**src/shared/pll_clock_select_consts.vh**
```
// constants for the power-up clock selection decode block
`ifndef PLL_CLOCK_SELECT_CONSTS_VH
`define PLL_CLOCK_SELECT_CONSTS_VH

// ********************
// register byte offsets
// ********************
`define CORE_STATUS_OFFSET         8'h00
`define MEMORY_STATUS_OFFSET       8'h04
`define SERDES_STATUS_OFFSET       8'h08
`define LANE_DIVIDER_STATUS_OFFSET 8'h0c
`define CLOCK_CONTROL_OFFSET       8'h10

// ********************
// core_status fields
// ********************
`define CORE_C0_SOURCE_BIT   0
`define CORE_C0_DIVIDE_BIT   1
`define CORE_C0_INVALID_BIT  2
`define CORE_C1_SOURCE_BIT   4
`define CORE_C1_DIVIDE_BIT   5
`define CORE_C1_INVALID_BIT  6
`define CORE_DONE_BIT        8
`define CORE_ANY_INVALID_BIT 9

// ********************
// memory_status fields
// ********************
`define MEMORY_RATIO_LSB      0
`define MEMORY_REF_BIT        8
`define MEMORY_RANGE_BIT      9
`define MEMORY_INVALID_BIT    10
`define MEMORY_CODE_LSB       16

// ********************
// serdes_status and lane_divider_status fields
// ********************
`define SERDES_B1_RATIO_LSB   0
`define SERDES_B2_RATIO_LSB   8
`define SERDES_B3_RATIO_LSB   16
`define SERDES_B1_INVALID_BIT 24
`define SERDES_B2_INVALID_BIT 25
`define SERDES_B3_INVALID_BIT 26
`define LANE_B1_LSB           0
`define LANE_B2_BIT           5
`define LANE_B3_BIT           6

// ********************
// clock_control fields and reset value
// ********************
`define CONTROL_MASK_BIT      0
`define CONTROL_RESET         1'h0

// ********************
// core complex source-select codes
// ********************
`define CORE_SEL_FIRST_DIV1   4'h0
`define CORE_SEL_FIRST_DIV2   4'h1
`define CORE_SEL_SECOND_DIV1  4'h4
`define CORE_SEL_SECOND_DIV2  4'h5

// ********************
// memory PLL ratio codes and multipliers
// ********************
`define MEMORY_CODE_SYNC_1    5'h01
`define MEMORY_CODE_5         5'h05
`define MEMORY_CODE_6         5'h06
`define MEMORY_CODE_8         5'h08
`define MEMORY_CODE_9         5'h09
`define MEMORY_CODE_10        5'h0a
`define MEMORY_CODE_12        5'h0c
`define MEMORY_CODE_13        5'h0d
`define MEMORY_MULT_1         8'h01
`define MEMORY_MULT_5         8'h05
`define MEMORY_MULT_6         8'h06
`define MEMORY_MULT_8         8'h08
`define MEMORY_MULT_9         8'h09
`define MEMORY_MULT_10        8'h0a
`define MEMORY_MULT_12        8'h0c
`define MEMORY_MULT_13        8'h0d
`define MEMORY_RANGE_LOW      2'h0
`define MEMORY_RANGE_HIGH     2'h1

// ********************
// serdes PLL ratio codes and multipliers
// ********************
`define SERDES_CODE_20        3'h1
`define SERDES_CODE_25        3'h2
`define SERDES_CODE_40        3'h3
`define SERDES_CODE_50        3'h4
`define SERDES_CODE_24        3'h5
`define SERDES_CODE_30        3'h6
`define SERDES_MULT_20        6'h14
`define SERDES_MULT_25        6'h19
`define SERDES_MULT_40        6'h28
`define SERDES_MULT_50        6'h32
`define SERDES_MULT_24        6'h18
`define SERDES_MULT_30        6'h1e

// ********************
// timing and bus answers
// ********************
`define CAPTURE_DELAY_CYCLES  2'h3
`define AXI_RESP_OKAY         2'h0
`define AXI_RESP_SLVERR       2'h2

`endif
```
**src/logic/pll_clock_select_config.v**
```verilog
// power-up clock selection decode with an AXI4-Lite status port
// Behaviour
// (RULE_01) each core complex picks its own clock
// (RULE_02) select codes map to PLL and divider
// (RULE_03) second PLL on complex 0 runs slower
// (RULE_04) first PLL on complex 1 runs slower
// (RULE_05) one setting clocks both memory controllers
// (RULE_06) memory reference: system async, platform sync
// (RULE_07) async memory ratio codes five to thirteen
// (RULE_08) range bits set by reference cutoff
// (RULE_09) cutoff frequency depends on chosen ratio
// (RULE_10) sync mode only supports one-to-one code
// (RULE_11) sync and rate bits match the mode
// (RULE_12) memory reserved bit held at zero
// (RULE_13) platform clock meets PCI Express minimum
// (RULE_14) platform clock meets RapidIO minimum
// (RULE_15) serdes bank ratio codes per bank
// (RULE_16) bank 1 divider bit per lane pair
// (RULE_17) banks 2, 3 one divider bit
// (RULE_18) fields sampled once at power-up
// (RULE_19) selections held; reserved codes flag invalid
//
// Local design decisions: the register offsets and register access over AXI4-Lite.
`timescale 1ns/100ps
`include "pll_clock_select_consts.vh"
module pll_clock_select_config #(
	parameter ADDR_WIDTH = 8
) (
	// clock and reset
	input  wire                  CLK_IN,
	input  wire                  RESET_N_IN,
	// configuration word fields
	input  wire [3:0]            C0_CLOCK_SELECT_IN,
	input  wire [3:0]            C1_CLOCK_SELECT_IN,
	input  wire [4:0]            MEMORY_PLL_RATIO_IN,
	input  wire [1:0]            MEMORY_PLL_RANGE_IN,
	input  wire                  MEMORY_SYNC_MODE_IN,
	input  wire                  MEMORY_RATE_MODE_IN,
	input  wire                  MEMORY_RESERVED_BIT_IN,
	input  wire [2:0]            SERDES_B1_RATIO_IN,
	input  wire [2:0]            SERDES_B2_RATIO_IN,
	input  wire [2:0]            SERDES_B3_RATIO_IN,
	input  wire [4:0]            LANE_DIVIDER_B1_IN,
	input  wire                  LANE_DIVIDER_B2_IN,
	input  wire                  LANE_DIVIDER_B3_IN,
	// decoded clock choices, capture done and invalid flags
	output wire                  C0_SOURCE_SECOND_OUT,
	output wire                  C0_DIVIDE_BY_TWO_OUT,
	output wire                  C1_SOURCE_SECOND_OUT,
	output wire                  C1_DIVIDE_BY_TWO_OUT,
	output wire                  MEMORY_REF_PLATFORM_OUT,
	output wire [7:0]            MEMORY_RATIO_OUT,
	output wire                  MEMORY_HIGH_RANGE_OUT,
	output wire [5:0]            SERDES_B1_MULT_OUT,
	output wire [5:0]            SERDES_B2_MULT_OUT,
	output wire [5:0]            SERDES_B3_MULT_OUT,
	output wire [4:0]            LANE_DIV2_B1_OUT,
	output wire                  LANE_DIV2_B2_OUT,
	output wire                  LANE_DIV2_B3_OUT,
	output wire                  CONFIG_DONE_OUT,
	output wire                  CONFIG_INVALID_OUT,
	// AXI4-Lite write channels
	input  wire [ADDR_WIDTH-1:0] S_AXI_AWADDR_IN,
	input  wire                  S_AXI_AWVALID_IN,
	output wire                  S_AXI_AWREADY_OUT,
	input  wire [31:0]           S_AXI_WDATA_IN,
	input  wire [3:0]            S_AXI_WSTRB_IN,
	input  wire                  S_AXI_WVALID_IN,
	output wire                  S_AXI_WREADY_OUT,
	output wire [1:0]            S_AXI_BRESP_OUT,
	output wire                  S_AXI_BVALID_OUT,
	input  wire                  S_AXI_BREADY_IN,
	// AXI4-Lite read channels
	input  wire [ADDR_WIDTH-1:0] S_AXI_ARADDR_IN,
	input  wire                  S_AXI_ARVALID_IN,
	output wire                  S_AXI_ARREADY_OUT,
	output wire [31:0]           S_AXI_RDATA_OUT,
	output wire [1:0]            S_AXI_RRESP_OUT,
	output wire                  S_AXI_RVALID_OUT,
	input  wire                  S_AXI_RREADY_IN
);
	// ********************
	// strap synchronisation
	// ********************
	wire [33:0] strap_raw;
	wire [33:0] strap_sync;
	assign strap_raw = {C0_CLOCK_SELECT_IN, C1_CLOCK_SELECT_IN, MEMORY_PLL_RATIO_IN, MEMORY_PLL_RANGE_IN,
		MEMORY_SYNC_MODE_IN, MEMORY_RATE_MODE_IN, MEMORY_RESERVED_BIT_IN, SERDES_B1_RATIO_IN,
		SERDES_B2_RATIO_IN, SERDES_B3_RATIO_IN, LANE_DIVIDER_B1_IN, LANE_DIVIDER_B2_IN, LANE_DIVIDER_B3_IN};

	sync_two_flop #(.WIDTH(34)) u_strap_sync (
		.clk_in     (CLK_IN),
		.reset_n_in (RESET_N_IN),
		.async_in   (strap_raw),
		.sync_out   (strap_sync)
	);

	wire [3:0] c0_code      = strap_sync[33:30];
	wire [3:0] c1_code      = strap_sync[29:26];
	wire [4:0] memory_code  = strap_sync[25:21];
	wire [1:0] memory_range = strap_sync[20:19];
	wire       sync_mode    = strap_sync[18];
	wire       rate_mode    = strap_sync[17];
	wire       reserved_bit = strap_sync[16];
	wire [2:0] b1_code      = strap_sync[15:13];
	wire [2:0] b2_code      = strap_sync[12:10];
	wire [2:0] b3_code      = strap_sync[9:7];
	wire [6:0] lane_bits    = strap_sync[6:0];

	// ********************
	// core complex decode: {invalid, second pll, divide by two}
	// ********************
	function [2:0] core_decode;
		input [3:0] code;
		input       complex_one;
		begin
			case (code) // [RULE_01] [RULE_02]
			`CORE_SEL_FIRST_DIV1:  core_decode = 3'h0;
			`CORE_SEL_FIRST_DIV2:  core_decode = complex_one ? 3'h4 : 3'h1;
			`CORE_SEL_SECOND_DIV1: core_decode = 3'h2;
			`CORE_SEL_SECOND_DIV2: core_decode = complex_one ? 3'h3 : 3'h4;
			default:               core_decode = 3'h4; // [RULE_19]
			endcase
		end
	endfunction

	wire [2:0] c0_dec = core_decode(c0_code, 1'b0);
	wire [2:0] c1_dec = core_decode(c1_code, 1'b1);

	// ********************
	// memory PLL decode
	// ********************
	reg [7:0] memory_mult;
	reg       memory_code_bad;
	always @* begin
		memory_mult     = 8'h00;
		memory_code_bad = 1'b0;
		if (sync_mode) begin
			if (memory_code == `MEMORY_CODE_SYNC_1) begin // [RULE_10]
				memory_mult = `MEMORY_MULT_1;
			end else begin
				memory_code_bad = 1'b1;
			end
		end else begin
			case (memory_code) // [RULE_07]
			`MEMORY_CODE_5:  memory_mult = `MEMORY_MULT_5;
			`MEMORY_CODE_6:  memory_mult = `MEMORY_MULT_6;
			`MEMORY_CODE_8:  memory_mult = `MEMORY_MULT_8;
			`MEMORY_CODE_9:  memory_mult = `MEMORY_MULT_9;
			`MEMORY_CODE_10: memory_mult = `MEMORY_MULT_10;
			`MEMORY_CODE_12: memory_mult = `MEMORY_MULT_12;
			`MEMORY_CODE_13: memory_mult = `MEMORY_MULT_13;
			default:         memory_code_bad = 1'b1;
			endcase
		end
	end

	// mode bits that disagree, a set reserved bit or an unused range code are all bad straps
	wire memory_bad = memory_code_bad | (sync_mode != rate_mode) | reserved_bit | // [RULE_11] [RULE_12]
		(memory_range != `MEMORY_RANGE_LOW && memory_range != `MEMORY_RANGE_HIGH); // [RULE_08]

	// ********************
	// serdes bank decode
	// ********************
	wire [5:0] b1_mult;
	wire [5:0] b2_mult;
	wire [5:0] b3_mult;
	wire       b1_bad;
	wire       b2_bad;
	wire       b3_bad;

	serdes_bank_decode #(.BANK(1)) u_bank1 (
		.ratio_code_in  (b1_code),
		.multiplier_out (b1_mult),
		.invalid_out    (b1_bad)
	);
	serdes_bank_decode #(.BANK(2)) u_bank2 (
		.ratio_code_in  (b2_code),
		.multiplier_out (b2_mult),
		.invalid_out    (b2_bad)
	);
	serdes_bank_decode #(.BANK(3)) u_bank3 (
		.ratio_code_in  (b3_code),
		.multiplier_out (b3_mult),
		.invalid_out    (b3_bad)
	);

	// ********************
	// one-time capture after reset release
	// ********************
	reg [1:0] wait_count_r;
	reg       done_r;
	reg [2:0] c0_r;
	reg [2:0] c1_r;
	reg [7:0] memory_mult_r;
	reg [4:0] memory_code_r;
	reg       memory_ref_r;
	reg       memory_range_r;
	reg       memory_bad_r;
	reg [5:0] b1_mult_r;
	reg [5:0] b2_mult_r;
	reg [5:0] b3_mult_r;
	reg [2:0] bank_bad_r;
	reg [6:0] lane_r;
	reg       invalid_out_r;
	reg       mask_r;

	wire capture    = !done_r && (wait_count_r == `CAPTURE_DELAY_CYCLES);
	wire any_bad    = c0_r[2] | c1_r[2] | memory_bad_r | (|bank_bad_r);

	always @(posedge CLK_IN or negedge RESET_N_IN) begin
		if (!RESET_N_IN) begin
			wait_count_r   <= 2'h0;
			done_r         <= 1'b0;
			c0_r           <= 3'h0;
			c1_r           <= 3'h0;
			memory_mult_r  <= 8'h00;
			memory_code_r  <= 5'h00;
			memory_ref_r   <= 1'b0;
			memory_range_r <= 1'b0;
			memory_bad_r   <= 1'b0;
			b1_mult_r      <= 6'h00;
			b2_mult_r      <= 6'h00;
			b3_mult_r      <= 6'h00;
			bank_bad_r     <= 3'h0;
			lane_r         <= 7'h00;
			invalid_out_r  <= 1'b0;
		end else begin
			if (!done_r && !capture) begin
				wait_count_r <= wait_count_r + 2'h1;
			end
			// decoded values load once and never move again
			if (capture) begin // [RULE_18] [RULE_19]
				done_r         <= 1'b1;
				c0_r           <= c0_dec;
				c1_r           <= c1_dec;
				memory_mult_r  <= memory_mult; // [RULE_05]
				memory_code_r  <= memory_code;
				memory_ref_r   <= sync_mode; // [RULE_06]
				memory_range_r <= memory_range[0];
				memory_bad_r   <= memory_bad;
				b1_mult_r      <= b1_mult;
				b2_mult_r      <= b2_mult;
				b3_mult_r      <= b3_mult;
				bank_bad_r     <= {b3_bad, b2_bad, b1_bad};
				lane_r         <= lane_bits; // [RULE_16] [RULE_17]
			end
			invalid_out_r <= done_r & any_bad & ~mask_r; // [RULE_19]
		end
	end

	// ********************
	// AXI4-Lite write side
	// ********************
	reg                  awready_r;
	reg                  wready_r;
	reg                  aw_held_r;
	reg                  w_held_r;
	reg [ADDR_WIDTH-1:0] awaddr_r;
	reg [31:0]           wdata_r;
	reg                  wstrb0_r;
	reg                  bvalid_r;
	reg [1:0]            bresp_r;

	wire [7:0] wr_offset = {awaddr_r[7:2], 2'h0};
	wire       wr_known  = (wr_offset == `CORE_STATUS_OFFSET) || (wr_offset == `MEMORY_STATUS_OFFSET) ||
		(wr_offset == `SERDES_STATUS_OFFSET) || (wr_offset == `LANE_DIVIDER_STATUS_OFFSET) ||
		(wr_offset == `CLOCK_CONTROL_OFFSET);

	always @(posedge CLK_IN or negedge RESET_N_IN) begin
		if (!RESET_N_IN) begin
			awready_r <= 1'b0;
			wready_r  <= 1'b0;
			aw_held_r <= 1'b0;
			w_held_r  <= 1'b0;
			awaddr_r  <= {ADDR_WIDTH{1'b0}};
			wdata_r   <= 32'h00000000;
			wstrb0_r  <= 1'b0;
			bvalid_r  <= 1'b0;
			bresp_r   <= `AXI_RESP_OKAY;
			mask_r    <= `CONTROL_RESET;
		end else begin
			if (awready_r && S_AXI_AWVALID_IN) begin
				awready_r <= 1'b0;
				aw_held_r <= 1'b1;
				awaddr_r  <= S_AXI_AWADDR_IN;
			end else if (!aw_held_r && !bvalid_r) begin
				awready_r <= 1'b1;
			end
			if (wready_r && S_AXI_WVALID_IN) begin
				wready_r <= 1'b0;
				w_held_r <= 1'b1;
				wdata_r  <= S_AXI_WDATA_IN;
				wstrb0_r <= S_AXI_WSTRB_IN[0];
			end else if (!w_held_r && !bvalid_r) begin
				wready_r <= 1'b1;
			end
			if (aw_held_r && w_held_r && !bvalid_r) begin
				aw_held_r <= 1'b0;
				w_held_r  <= 1'b0;
				bvalid_r  <= 1'b1;
				bresp_r   <= wr_known ? `AXI_RESP_OKAY : `AXI_RESP_SLVERR;
				if (wr_offset == `CLOCK_CONTROL_OFFSET && wstrb0_r) begin
					mask_r <= wdata_r[`CONTROL_MASK_BIT];
				end
			end else if (bvalid_r && S_AXI_BREADY_IN) begin
				bvalid_r <= 1'b0;
			end
		end
	end

	// ********************
	// AXI4-Lite read side
	// ********************
	reg        arready_r;
	reg        rvalid_r;
	reg [31:0] rdata_r;
	reg [1:0]  rresp_r;
	reg [31:0] rd_word;
	reg        rd_known;

	wire [7:0] rd_offset = {S_AXI_ARADDR_IN[7:2], 2'h0};

	always @* begin
		rd_word  = 32'h00000000;
		rd_known = 1'b1;
		case (rd_offset)
		`CORE_STATUS_OFFSET: begin
			rd_word[`CORE_C0_SOURCE_BIT]   = c0_r[1];
			rd_word[`CORE_C0_DIVIDE_BIT]   = c0_r[0];
			rd_word[`CORE_C0_INVALID_BIT]  = c0_r[2];
			rd_word[`CORE_C1_SOURCE_BIT]   = c1_r[1];
			rd_word[`CORE_C1_DIVIDE_BIT]   = c1_r[0];
			rd_word[`CORE_C1_INVALID_BIT]  = c1_r[2];
			rd_word[`CORE_DONE_BIT]        = done_r;
			rd_word[`CORE_ANY_INVALID_BIT] = done_r & any_bad;
		end
		`MEMORY_STATUS_OFFSET: begin
			rd_word[`MEMORY_RATIO_LSB+7:`MEMORY_RATIO_LSB] = memory_mult_r;
			rd_word[`MEMORY_REF_BIT]                       = memory_ref_r;
			rd_word[`MEMORY_RANGE_BIT]                     = memory_range_r;
			rd_word[`MEMORY_INVALID_BIT]                   = memory_bad_r;
			rd_word[`MEMORY_CODE_LSB+4:`MEMORY_CODE_LSB]   = memory_code_r;
		end
		`SERDES_STATUS_OFFSET: begin
			rd_word[`SERDES_B1_RATIO_LSB+5:`SERDES_B1_RATIO_LSB] = b1_mult_r;
			rd_word[`SERDES_B2_RATIO_LSB+5:`SERDES_B2_RATIO_LSB] = b2_mult_r;
			rd_word[`SERDES_B3_RATIO_LSB+5:`SERDES_B3_RATIO_LSB] = b3_mult_r;
			rd_word[`SERDES_B1_INVALID_BIT]                      = bank_bad_r[0];
			rd_word[`SERDES_B2_INVALID_BIT]                      = bank_bad_r[1];
			rd_word[`SERDES_B3_INVALID_BIT]                      = bank_bad_r[2];
		end
		`LANE_DIVIDER_STATUS_OFFSET: begin
			rd_word[`LANE_B1_LSB+4:`LANE_B1_LSB] = lane_r[6:2];
			rd_word[`LANE_B2_BIT]                = lane_r[1];
			rd_word[`LANE_B3_BIT]                = lane_r[0];
		end
		`CLOCK_CONTROL_OFFSET: rd_word[`CONTROL_MASK_BIT] = mask_r;
		default: rd_known = 1'b0;
		endcase
	end

	always @(posedge CLK_IN or negedge RESET_N_IN) begin
		if (!RESET_N_IN) begin
			arready_r <= 1'b0;
			rvalid_r  <= 1'b0;
			rdata_r   <= 32'h00000000;
			rresp_r   <= `AXI_RESP_OKAY;
		end else begin
			if (arready_r && S_AXI_ARVALID_IN) begin
				arready_r <= 1'b0;
				rvalid_r  <= 1'b1;
				rdata_r   <= rd_word;
				rresp_r   <= rd_known ? `AXI_RESP_OKAY : `AXI_RESP_SLVERR;
			end else if (rvalid_r && S_AXI_RREADY_IN) begin
				rvalid_r <= 1'b0;
			end else if (!rvalid_r) begin
				arready_r <= 1'b1;
			end
		end
	end

	// ********************
	// outputs
	// ********************
	assign C0_SOURCE_SECOND_OUT    = c0_r[1];
	assign C0_DIVIDE_BY_TWO_OUT    = c0_r[0];
	assign C1_SOURCE_SECOND_OUT    = c1_r[1];
	assign C1_DIVIDE_BY_TWO_OUT    = c1_r[0];
	assign MEMORY_REF_PLATFORM_OUT = memory_ref_r;
	assign MEMORY_RATIO_OUT        = memory_mult_r;
	assign MEMORY_HIGH_RANGE_OUT   = memory_range_r;
	assign SERDES_B1_MULT_OUT      = b1_mult_r;
	assign SERDES_B2_MULT_OUT      = b2_mult_r;
	assign SERDES_B3_MULT_OUT      = b3_mult_r;
	assign LANE_DIV2_B1_OUT        = lane_r[6:2];
	assign LANE_DIV2_B2_OUT        = lane_r[1];
	assign LANE_DIV2_B3_OUT        = lane_r[0];
	assign CONFIG_DONE_OUT         = done_r;
	assign CONFIG_INVALID_OUT      = invalid_out_r;
	assign S_AXI_AWREADY_OUT       = awready_r;
	assign S_AXI_WREADY_OUT        = wready_r;
	assign S_AXI_BRESP_OUT         = bresp_r;
	assign S_AXI_BVALID_OUT        = bvalid_r;
	assign S_AXI_ARREADY_OUT       = arready_r;
	assign S_AXI_RDATA_OUT         = rdata_r;
	assign S_AXI_RRESP_OUT         = rresp_r;
	assign S_AXI_RVALID_OUT        = rvalid_r;
endmodule // pll_clock_select_config

```
**src/logic/serdes_bank_decode.v**
```verilog
// serdes PLL ratio decode for one bank
`timescale 1ns/100ps
`include "pll_clock_select_consts.vh"
module serdes_bank_decode #(
	parameter BANK = 1
) (
	// ratio code in
	input  wire [2:0] ratio_code_in,
	// decoded multiplier and invalid flag out
	output reg  [5:0] multiplier_out,
	output reg        invalid_out
);
	always @* begin
		multiplier_out = 6'h00;
		invalid_out    = 1'b0;
		case (ratio_code_in) // [RULE_15]
		`SERDES_CODE_20: begin
			if (BANK == 1) begin
				invalid_out = 1'b1; // [RULE_19]
			end else begin
				multiplier_out = `SERDES_MULT_20;
			end
		end
		`SERDES_CODE_25: multiplier_out = `SERDES_MULT_25;
		`SERDES_CODE_40: multiplier_out = `SERDES_MULT_40;
		`SERDES_CODE_50: multiplier_out = `SERDES_MULT_50;
		`SERDES_CODE_24: begin
			if (BANK == 3) begin
				multiplier_out = `SERDES_MULT_24;
			end else begin
				invalid_out = 1'b1;
			end
		end
		`SERDES_CODE_30: begin
			if (BANK == 3) begin
				multiplier_out = `SERDES_MULT_30;
			end else begin
				invalid_out = 1'b1;
			end
		end
		default: invalid_out = 1'b1; // [RULE_19]
		endcase
	end
endmodule // serdes_bank_decode

```
**src/logic/sync_two_flop.v**
```verilog
// two flip-flop synchroniser for a bus of strap levels
`timescale 1ns/100ps
module sync_two_flop #(
	parameter WIDTH = 1
) (
	// clock and reset
	input  wire             clk_in,
	input  wire             reset_n_in,
	// levels
	input  wire [WIDTH-1:0] async_in,
	output wire [WIDTH-1:0] sync_out
);
	reg [WIDTH-1:0] first_r;
	reg [WIDTH-1:0] second_r;

	always @(posedge clk_in or negedge reset_n_in) begin
		if (!reset_n_in) begin
			first_r  <= {WIDTH{1'b0}};
			second_r <= {WIDTH{1'b0}};
		end else begin
			first_r  <= async_in;
			second_r <= first_r;
		end
	end

	assign sync_out = second_r;
endmodule // sync_two_flop

```
**config.mk**
```make
export PLATFORM = sky130hd
export DESIGN_NAME = pll_clock_select_config
export DESIGN_NICKNAME = d
export VERILOG_FILES = /design/src/logic/pll_clock_select_config.v /design/src/logic/serdes_bank_decode.v /design/src/logic/sync_two_flop.v
export VERILOG_INCLUDE_DIRS = /design/src /design/src/shared
export SDC_FILE = /design/constraint.sdc
export NUM_CORES = 1
export LEC_CHECK = 0
export BUFFER_PORTS_ARGS = -buffer_cell sky130_fd_sc_hd__buf_2
export CAP_MARGIN = 20
export CORE_MARGIN = 2
export CORE_UTILIZATION = 45
export CTS_CLUSTER_DIAMETER = 50
export DETAILED_ROUTE_END_ITERATION = 12
export PLACE_DENSITY = 0.77
export SETUP_SLACK_MARGIN = 0.5
export SYNTH_ARGS = -nofsm -noshare
export SYNTH_HDL_FRONTEND = slang
export SYNTH_SLANG_ARGS = --single-unit
export TNS_END_PERCENT = 30
```
**constraint.sdc**
```tcl
create_clock -name CLK_IN -period 2.06 [get_ports CLK_IN]
set_clock_uncertainty 0.2 [all_clocks]
set_input_delay 0.206 -clock CLK_IN [delete_from_list [all_inputs] [get_ports CLK_IN]]
set_output_delay 0.206 -clock CLK_IN [all_outputs]
set_load 0.01 [all_outputs]
```
==> metrics.txt, run 1 <==
top cell type's share of synthesized area 67.94%; total gr overflow 0; critical path data required time 2.16 ns; Leak Pwr 3.790 nW; post-layout instance area 7787 um^2; worst setup path start memory_bad_r; register bit count reported by yosys 157; R2R cell count 4; met2 Use GR 32.64%; DR vias 4147; vias in the first global route 4279; layout cells sized above 1 31.26%; via density per instance 4.990; die height 117.4 um; reg2reg end S_AXI_RDATA_OUT[9]; PwrDens 969.3 nW/um^2; CP endpoint kind flip-flop; first-pass GRT wire length 21.51 mm; R2R Setup Slk 0.37 ns; FFs w/ async S/R, synth 100.0%; Max-Cap Viols 0; WL/cell 15.99 um; count leader, synth dfrtp_1; die area 13770 um^2; M1 GR Usage 24.75%; Post-synth EDFFs 0; Yosys cell types 48; Synth area leader dfrtp_1; DRC 0; Area growth syn-to-layout 34.66%; mapped cell area 5783 um^2; drt total wl 13.29 mm; fin nets 740; Final Power 0.007549 W; Initial DRC Count 272; maximum fanout along the worst path 2; Max Fclk 0.5920 GHz; Area contributors post-synth dfrtp_1 (68%), nand2_1 (5.0%), mux2_2 (2.7%), o21ai_0 (2.3%), buf_4 (2.2%); GRT met3 Usage 6.761%; GP Congestion 0.7919; clock-pin slew on the worst setup and hold paths 0.06 ns; Yosys warning count 0; Synth Instances 463; worst setup path end S_AXI_RDATA_OUT[9]; ANT cells 0; HP Class in2reg; Final Hold Vio Count 0; Root Buffer clkbuf_16; Final min period 1.689 ns; busiest metal layer after global routing met2; clock sink total 157; register area share after synthesis 67.94%; Fin Setup TNS 0 ns; number of CTS-inserted buffers 17; Synth Flop Type dfrtp_1; Site Rows 41; status finished, final reports clean; Die Span X 117.4 um; final setup violation count 0; reg-to-reg startpoint memory_bad_r; fin crit share 81.99%; initial antenna violation count 0; Setup crit start kind flip-flop; RSZ-0062 raised after global routing true; list of most frequent post-synthesis cells dfrtp_1 (157), nand2_1 (77), o21ai_0 (27), nor2_1 (20), buf_4 (17); Initial Util 46.01%; H-tree lvl count 4; largest net degree at the start of global routing 57; number of port buffers 119; HPWL Detailed 8.590 mm; Max IR drop VDD 660.1 uV; Core Region 12570 um^2; Avg Inst Size Synth 12.49 um^2; Setup Crit Path Kind reg2reg; Fillers 913; Final Max Tran Viols 0; CTS tree built; clk buf depth 2; Top Ports 175; ANT nets after route 0; clock insertion delay at the later pin of the skew report 0.42 ns; critical path data arrival time 1.79 ns; placed cell areas 6549 um^2; GRT Util Overall 20.11%; 1st-pass router iterations 5
## layout by cell type, fill, tap and decap left out, drive strengths merged, types with 5 or more instances in the layout
cell and n:
clkinv 6, nand2b 5, a21oi 14, a22o 13
conb 17, dfrtp 157, buf 140, o21ai 27
clkbuf 19, o31ai 8, inv 17, mux2 14
a222oi 6, nand2 77, dlygate4sd3 47, nor2 20
o21a 6
## stage by stage
step | hold slack (ns) | instances | util [%] | setup slack, ns
5_1_grt | 0.03366 | 831 | 61.96 | 0.3086
3_3_place_gp | -0.02055 | 741 | 52.11 | 0.1848
4_1_cts | -0.01545 | 829 | 61.67 | 0.3319
6_report | 0.006329 | 831 | 61.96 | 0.3709
3_5_place_dp | -0.01333 | 741 | 52.11 | 0.09563
2_1_floorplan | -0.2896 | 479 | - | 0.3938
## worst max-delay path: stages (launching register included)
cell and delay, ns:
dfrtp_1 0.40, or4_1 0.54, o31ai_2 0.23, o21a_1 0.14
o31ai_1 0.06
## sequential cells by signal, indices dropped and copies added, names as in the netlist, 2 cells and up
signal,cells
u_strap_sync.first_r,34
u_strap_sync.sync_out,34
S_AXI_RDATA_OUT,22
lane_r,7
SERDES_B2_MULT_OUT,6
SERDES_B3_MULT_OUT,6
awaddr_r,6
SERDES_B1_MULT_OUT,5
memory_code_r,5
MEMORY_RATIO_OUT,4
bank_bad_r,3
c0_r,3
c1_r,3
wait_count_r,2
## power breakdown
group | switching, W | internal [W]
Clock | 0.00123 | 0.00182
Combinational | 0.000456 | 0.000418
Sequential | 0.000242 | 0.00338
Total | 0.00193 | 0.00562
## final cells by class
type | count | area, um^2 | area share, %
repair buffers | 187 | 1320 | 16.95
flip-flops and latches | 157 | 3929 | 50.45
multi-input cells | 269 | 1689 | 21.69
well taps | 172 | 215.2 | 2.763
clock inverters | 13 | 138.9 | 1.783
inverters | 14 | 52.55 | 0.6748
clock buffers | 19 | 442.9 | 5.688
## cells by family after synthesis
family / share of synthesized area [%]
flip-flops: 67.94
multiplexers: 3.808
XOR/XNOR: 1.060
other: 0.06484
AND/OR/NAND/NOR: 11.42
buffers and inverters: 5.084
adder cells (fa/ha/maj): 0.2163
AO/OA/AOI/OAI: 10.41
## timing repair
action | in CTS | in global routing
gates cloned | 1 | 0
pin swaps | 4 | 1
resized for setup | 11 | 5
setup buffers | 8 | 2
hold buffers | 47 | 0
endpoints found under the hold margin | 205 | 0
endpoints found under the setup margin | 63 | 37
## how the worst min path moves through the flow
stage / from / to / slack (ns) / cells past startpoint
2_1_floorplan: RESET_N_IN / CONFIG_DONE_OUT / -0.29 / 0
3_3_place_gp: RESET_N_IN / u_strap_sync.first_r[28] / -0.02 / 1
3_5_place_dp: RESET_N_IN / u_strap_sync.first_r[27] / -0.01 / 1
4_1_cts: S_AXI_ARVALID_IN / S_AXI_RDATA_OUT[2] / -0.02 / 4
5_1_grt: S_AXI_ARVALID_IN / S_AXI_RDATA_OUT[2] / 0.03 / 4
6_report: S_AXI_ARVALID_IN / S_AXI_RDATA_OUT[2] / 0.006 / 4
## layer usage
| layer | routed length, um | share of wire (%) | up-vias |
|---|---|---|---|
| met5 | 0 | 0 | - |
| met4 | 358 | 2.7 | 0 |
| met3 | 897 | 6.8 | 31 |
| met2 | 6603 | 50 | 159 |
| met1 | 5428 | 41 | 2038 |
| li1 | - | - | 1919 |
No activity file was read; power rests on OpenSTA's default activity.
==> run 2: changes to the inputs <==
--- a/config.mk
+++ b/config.mk
@@ -6,13 +6,14 @@
 export SDC_FILE = /design/constraint.sdc
 export NUM_CORES = 1
 export LEC_CHECK = 0
+export ABC_AREA = 1
 export BUFFER_PORTS_ARGS = -buffer_cell sky130_fd_sc_hd__buf_2
 export CAP_MARGIN = 20
 export CORE_MARGIN = 2
 export CORE_UTILIZATION = 45
 export CTS_CLUSTER_DIAMETER = 50
 export DETAILED_ROUTE_END_ITERATION = 12
-export PLACE_DENSITY = 0.77
+export PLACE_DENSITY = 0.8
 export SETUP_SLACK_MARGIN = 0.5
 export SYNTH_ARGS = -nofsm -noshare
 export SYNTH_HDL_FRONTEND = slang
==> constraint.sdc (replaced) <==
create_clock -name CLK_IN -period 1.5 [get_ports CLK_IN]
set_clock_uncertainty 0.2 [all_clocks]
set_input_delay 0.15 -clock CLK_IN [delete_from_list [all_inputs] [get_ports CLK_IN]]
set_output_delay 0.15 -clock CLK_IN [all_outputs]
set_load 0.01 [all_outputs]
==> metrics.txt, run 2 <==
status complete, but fails checks; failing checks negative hold slack; Yosys cell types 28 (-42%); HPWL Detailed 8.977 mm (+4.5%); Critical Path, Cell by Cell ha_4 > nand2_8 > inv_8 > nand4_1 > o21ai_1 > inv_1; Final Max Tran Viols 0 (unchanged); die area 13930 um^2 (+1.2%); drt total wl 14.37 mm (+8.2%); Setup WS post-layout 0.04053 ns (-0.3304 ns); final setup violation count 0 (unchanged); clock sink total 157 (unchanged); Initial DRC Count 313 (+15%); Hold WS -0.1871 ns (-0.1935 ns); Area growth syn-to-layout 43.54%; Core Region 12670 um^2 (+0.82%); fin crit share 97.30% (+15 points); Post-CTS Hold Fix Bufs 45 (-4.3%); HP Class in2reg; 1st-pass router iterations 4 (-1); Synth Instances 579 (+25%); Setup crit start kind flip-flop; Area contributors post-synth dfrtp_1 (67%), nand2_1 (9.8%), nor2_1 (4.2%), inv_1 (2.8%), o21ai_0 (2.8%); Final min period 1.459 ns (-0.2296 ns); Site Rows 41 (unchanged); R2R Setup Slk 0.04 ns (-0.33 ns); number of CTS-inserted buffers 17 (unchanged); clock insertion delay at the later pin of the skew report 0.44 ns (+0.02 ns); R2R cell count 6 (+2); critical path data required time 1.62 ns (-0.54 ns); die height 118.0 um (+0.58%); total gr overflow 0 (unchanged); placed cell areas 6731 um^2 (+2.8%); PwrDens 1343 nW/um^2 (+39%); worst setup path start wait_count_r[1]; Max Fclk 0.6852 GHz (+16%); clk buf depth 2 (unchanged); Synth area leader dfrtp_1; largest net degree at the start of global routing 47 (-18%); worst setup path end bank_bad_r[0]; layout cells sized above 1 34.18% (+2.9 points); Post-synth EDFFs 0 (unchanged); commonest non-fill, non-tap cells in the layout dfrtp_1 (156), nand2_1 (125), buf_2 (94), nor2_1 (49), dlygate4sd3_1 (45); count leader, synth dfrtp_1; number of port buffers 119 (unchanged); Yosys warning count 0 (unchanged); FFs w/ async S/R, synth 100.0% (unchanged); H-tree lvl count 4 (unchanged); Max IR drop VDD 983.0 uV (+49%); Final Hold Vio Count 47 (+47); CP endpoint kind flip-flop; Root Buffer clkbuf_16; first-pass GRT wire length 22.58 mm (+4.9%); RSZ-0062 raised after global routing true; list of most frequent post-synthesis cells dfrtp_1 (157), nand2_1 (153), nor2_1 (65), inv_1 (44), o21ai_0 (33); mapped cell area 5853 um^2 (+1.2%); ANT nets after route 0 (unchanged); DR vias 4678 (+13%); Avg Inst Size Synth 10.11 um^2 (-19%); reg-to-reg startpoint wait_count_r[1]; via density per instance 4.863 (-2.6%); register bit count reported by yosys 157 (unchanged); Leak Pwr 4.146 nW (+9.4%); Die Span X 118.0 um (+0.58%); CP max stage delay 0.40 ns (-0.14 ns); Initial Util 46.19% (+0.18 points); maximum fanout along the worst path 5 (+3); critical path data arrival time 1.58 ns (-0.21 ns); register area share after synthesis 67.12% (-0.81 points); post-layout instance area 8402 um^2 (+7.9%); commonest non-fill, non-tap cell in the layout dfrtp_1; fin nets 871 (+18%); Synth Flop Type dfrtp_1; initial antenna violation count 0 (unchanged); ANT cells 0 (unchanged); Top Ports 175 (unchanged); worst slack, placed 0.006643 ns (-0.08899 ns); WL/cell 14.94 um (-6.6%); clock-pin slew on the worst setup and hold paths 0.07 ns (about the same); CTS tree built; vias in the first global route 4511 (+5.4%); top cell type's share of synthesized area 67.12% (-0.81 points); GRT Util Overall 21.09% (+0.98 points); Fillers 941 (+3.1%); reg2reg end bank_bad_r[0]; critical path's slowest cell dfrtp_1; Setup Crit Path Kind reg2reg; Max-Cap Viols 0 (unchanged); GP Congestion 0.8822 (+11%); DRC 0 (unchanged)
==> run 2: cell count changes after synthesis, sizes merged, moves of 14 or more <==
cell	before	now
nand2	77	155
mux2	14	0
nand3	3	31
inv	14	46
nor2	20	69
nand4	1	15
==> run 2: report_power, final <==
group | switching (W) | internal (W) | total (W)
combinational | 0.00106 | 0.000931 | 0.00199
sequential | 0.000443 | 0.00474 | 0.00519
clock | 0.00190 | 0.00220 | 0.00410
total | 0.00340 | 0.00788 | 0.0113
==> run 2: area by class of cell <==
class	instances	area, um^2	share of cell area (%)
Inverter	46	192.7	2.293
Tap cell	172	215.2	2.561
Clock buffer	17	425.4	5.063
Timing Repair Buffer	196	1585	18.87
Sequential cell	157	3930	46.78
Multi-Input combinational cell	359	1911	22.74
Clock inverter	15	142.6	1.698
==> run 2: how the worst min path moves through the flow <==
stage,from,end,cells past startpoint
after floorplan,RESET_N_IN,CONFIG_DONE_OUT,0
after global placement,RESET_N_IN,u_strap_sync.first_r[20],1
after detailed placement,RESET_N_IN,u_strap_sync.sync_out[16],1
after CTS,S_AXI_WVALID_IN,wdata_r[0],4
after global routing,S_AXI_WVALID_IN,S_AXI_WREADY_OUT,3
final,S_AXI_WVALID_IN,wdata_r[0],4
==> run 2: logic make-up after synthesis <==
| kind of cell | synth area share [%] |
|---|---|
| simple gates | 19.56 |
| buf+inv | 6.755 |
| flops | 67.12 |
| fa+ha+maj | 0.2137 |
| other cells | 0.06407 |
| compound gates | 6.135 |
| xor+xnor | 0.1497 |
==> run 2: through the flow <==
step           util (%)  instances  setup TNS, ns  total power (W)
2_1_floorplan         -        595              0         0.005890
3_3_place_gp      53.13        872              0         0.006525
3_5_place_dp      53.13        872              0         0.006578
4_1_cts           62.54        956              0          0.01090
5_1_grt           66.31        962       -0.02170          0.01182
6_report          66.31        962              0          0.01128
==> run 2: worst max-delay path: cells and delay by family (launching register included) <==
kind | cells | cell delay, ns
compound gates | 1 | 0.14
fa+ha+maj | 1 | 0.19
buf+inv | 2 | 0.12
flops | 1 | 0.40
simple gates | 2 | 0.29
==> run 2: layer usage <==
metal	share of wire (%)	vias up	track usage (%)
met2	51	153	34.74
met4	2.4	0	8.735
met5	0	-	0
met3	5.7	27	6.153
met1	41	2279	26.11
li1	-	2219	-
==> run 2: timing repair <==
item,4_1_cts,5_1_grt
pin swaps,16,42
buffers inserted,7,4
setup endpoints to repair,153,189
resized for setup,35,117
hold endpoints to repair,213,37
gates cloned,0,2
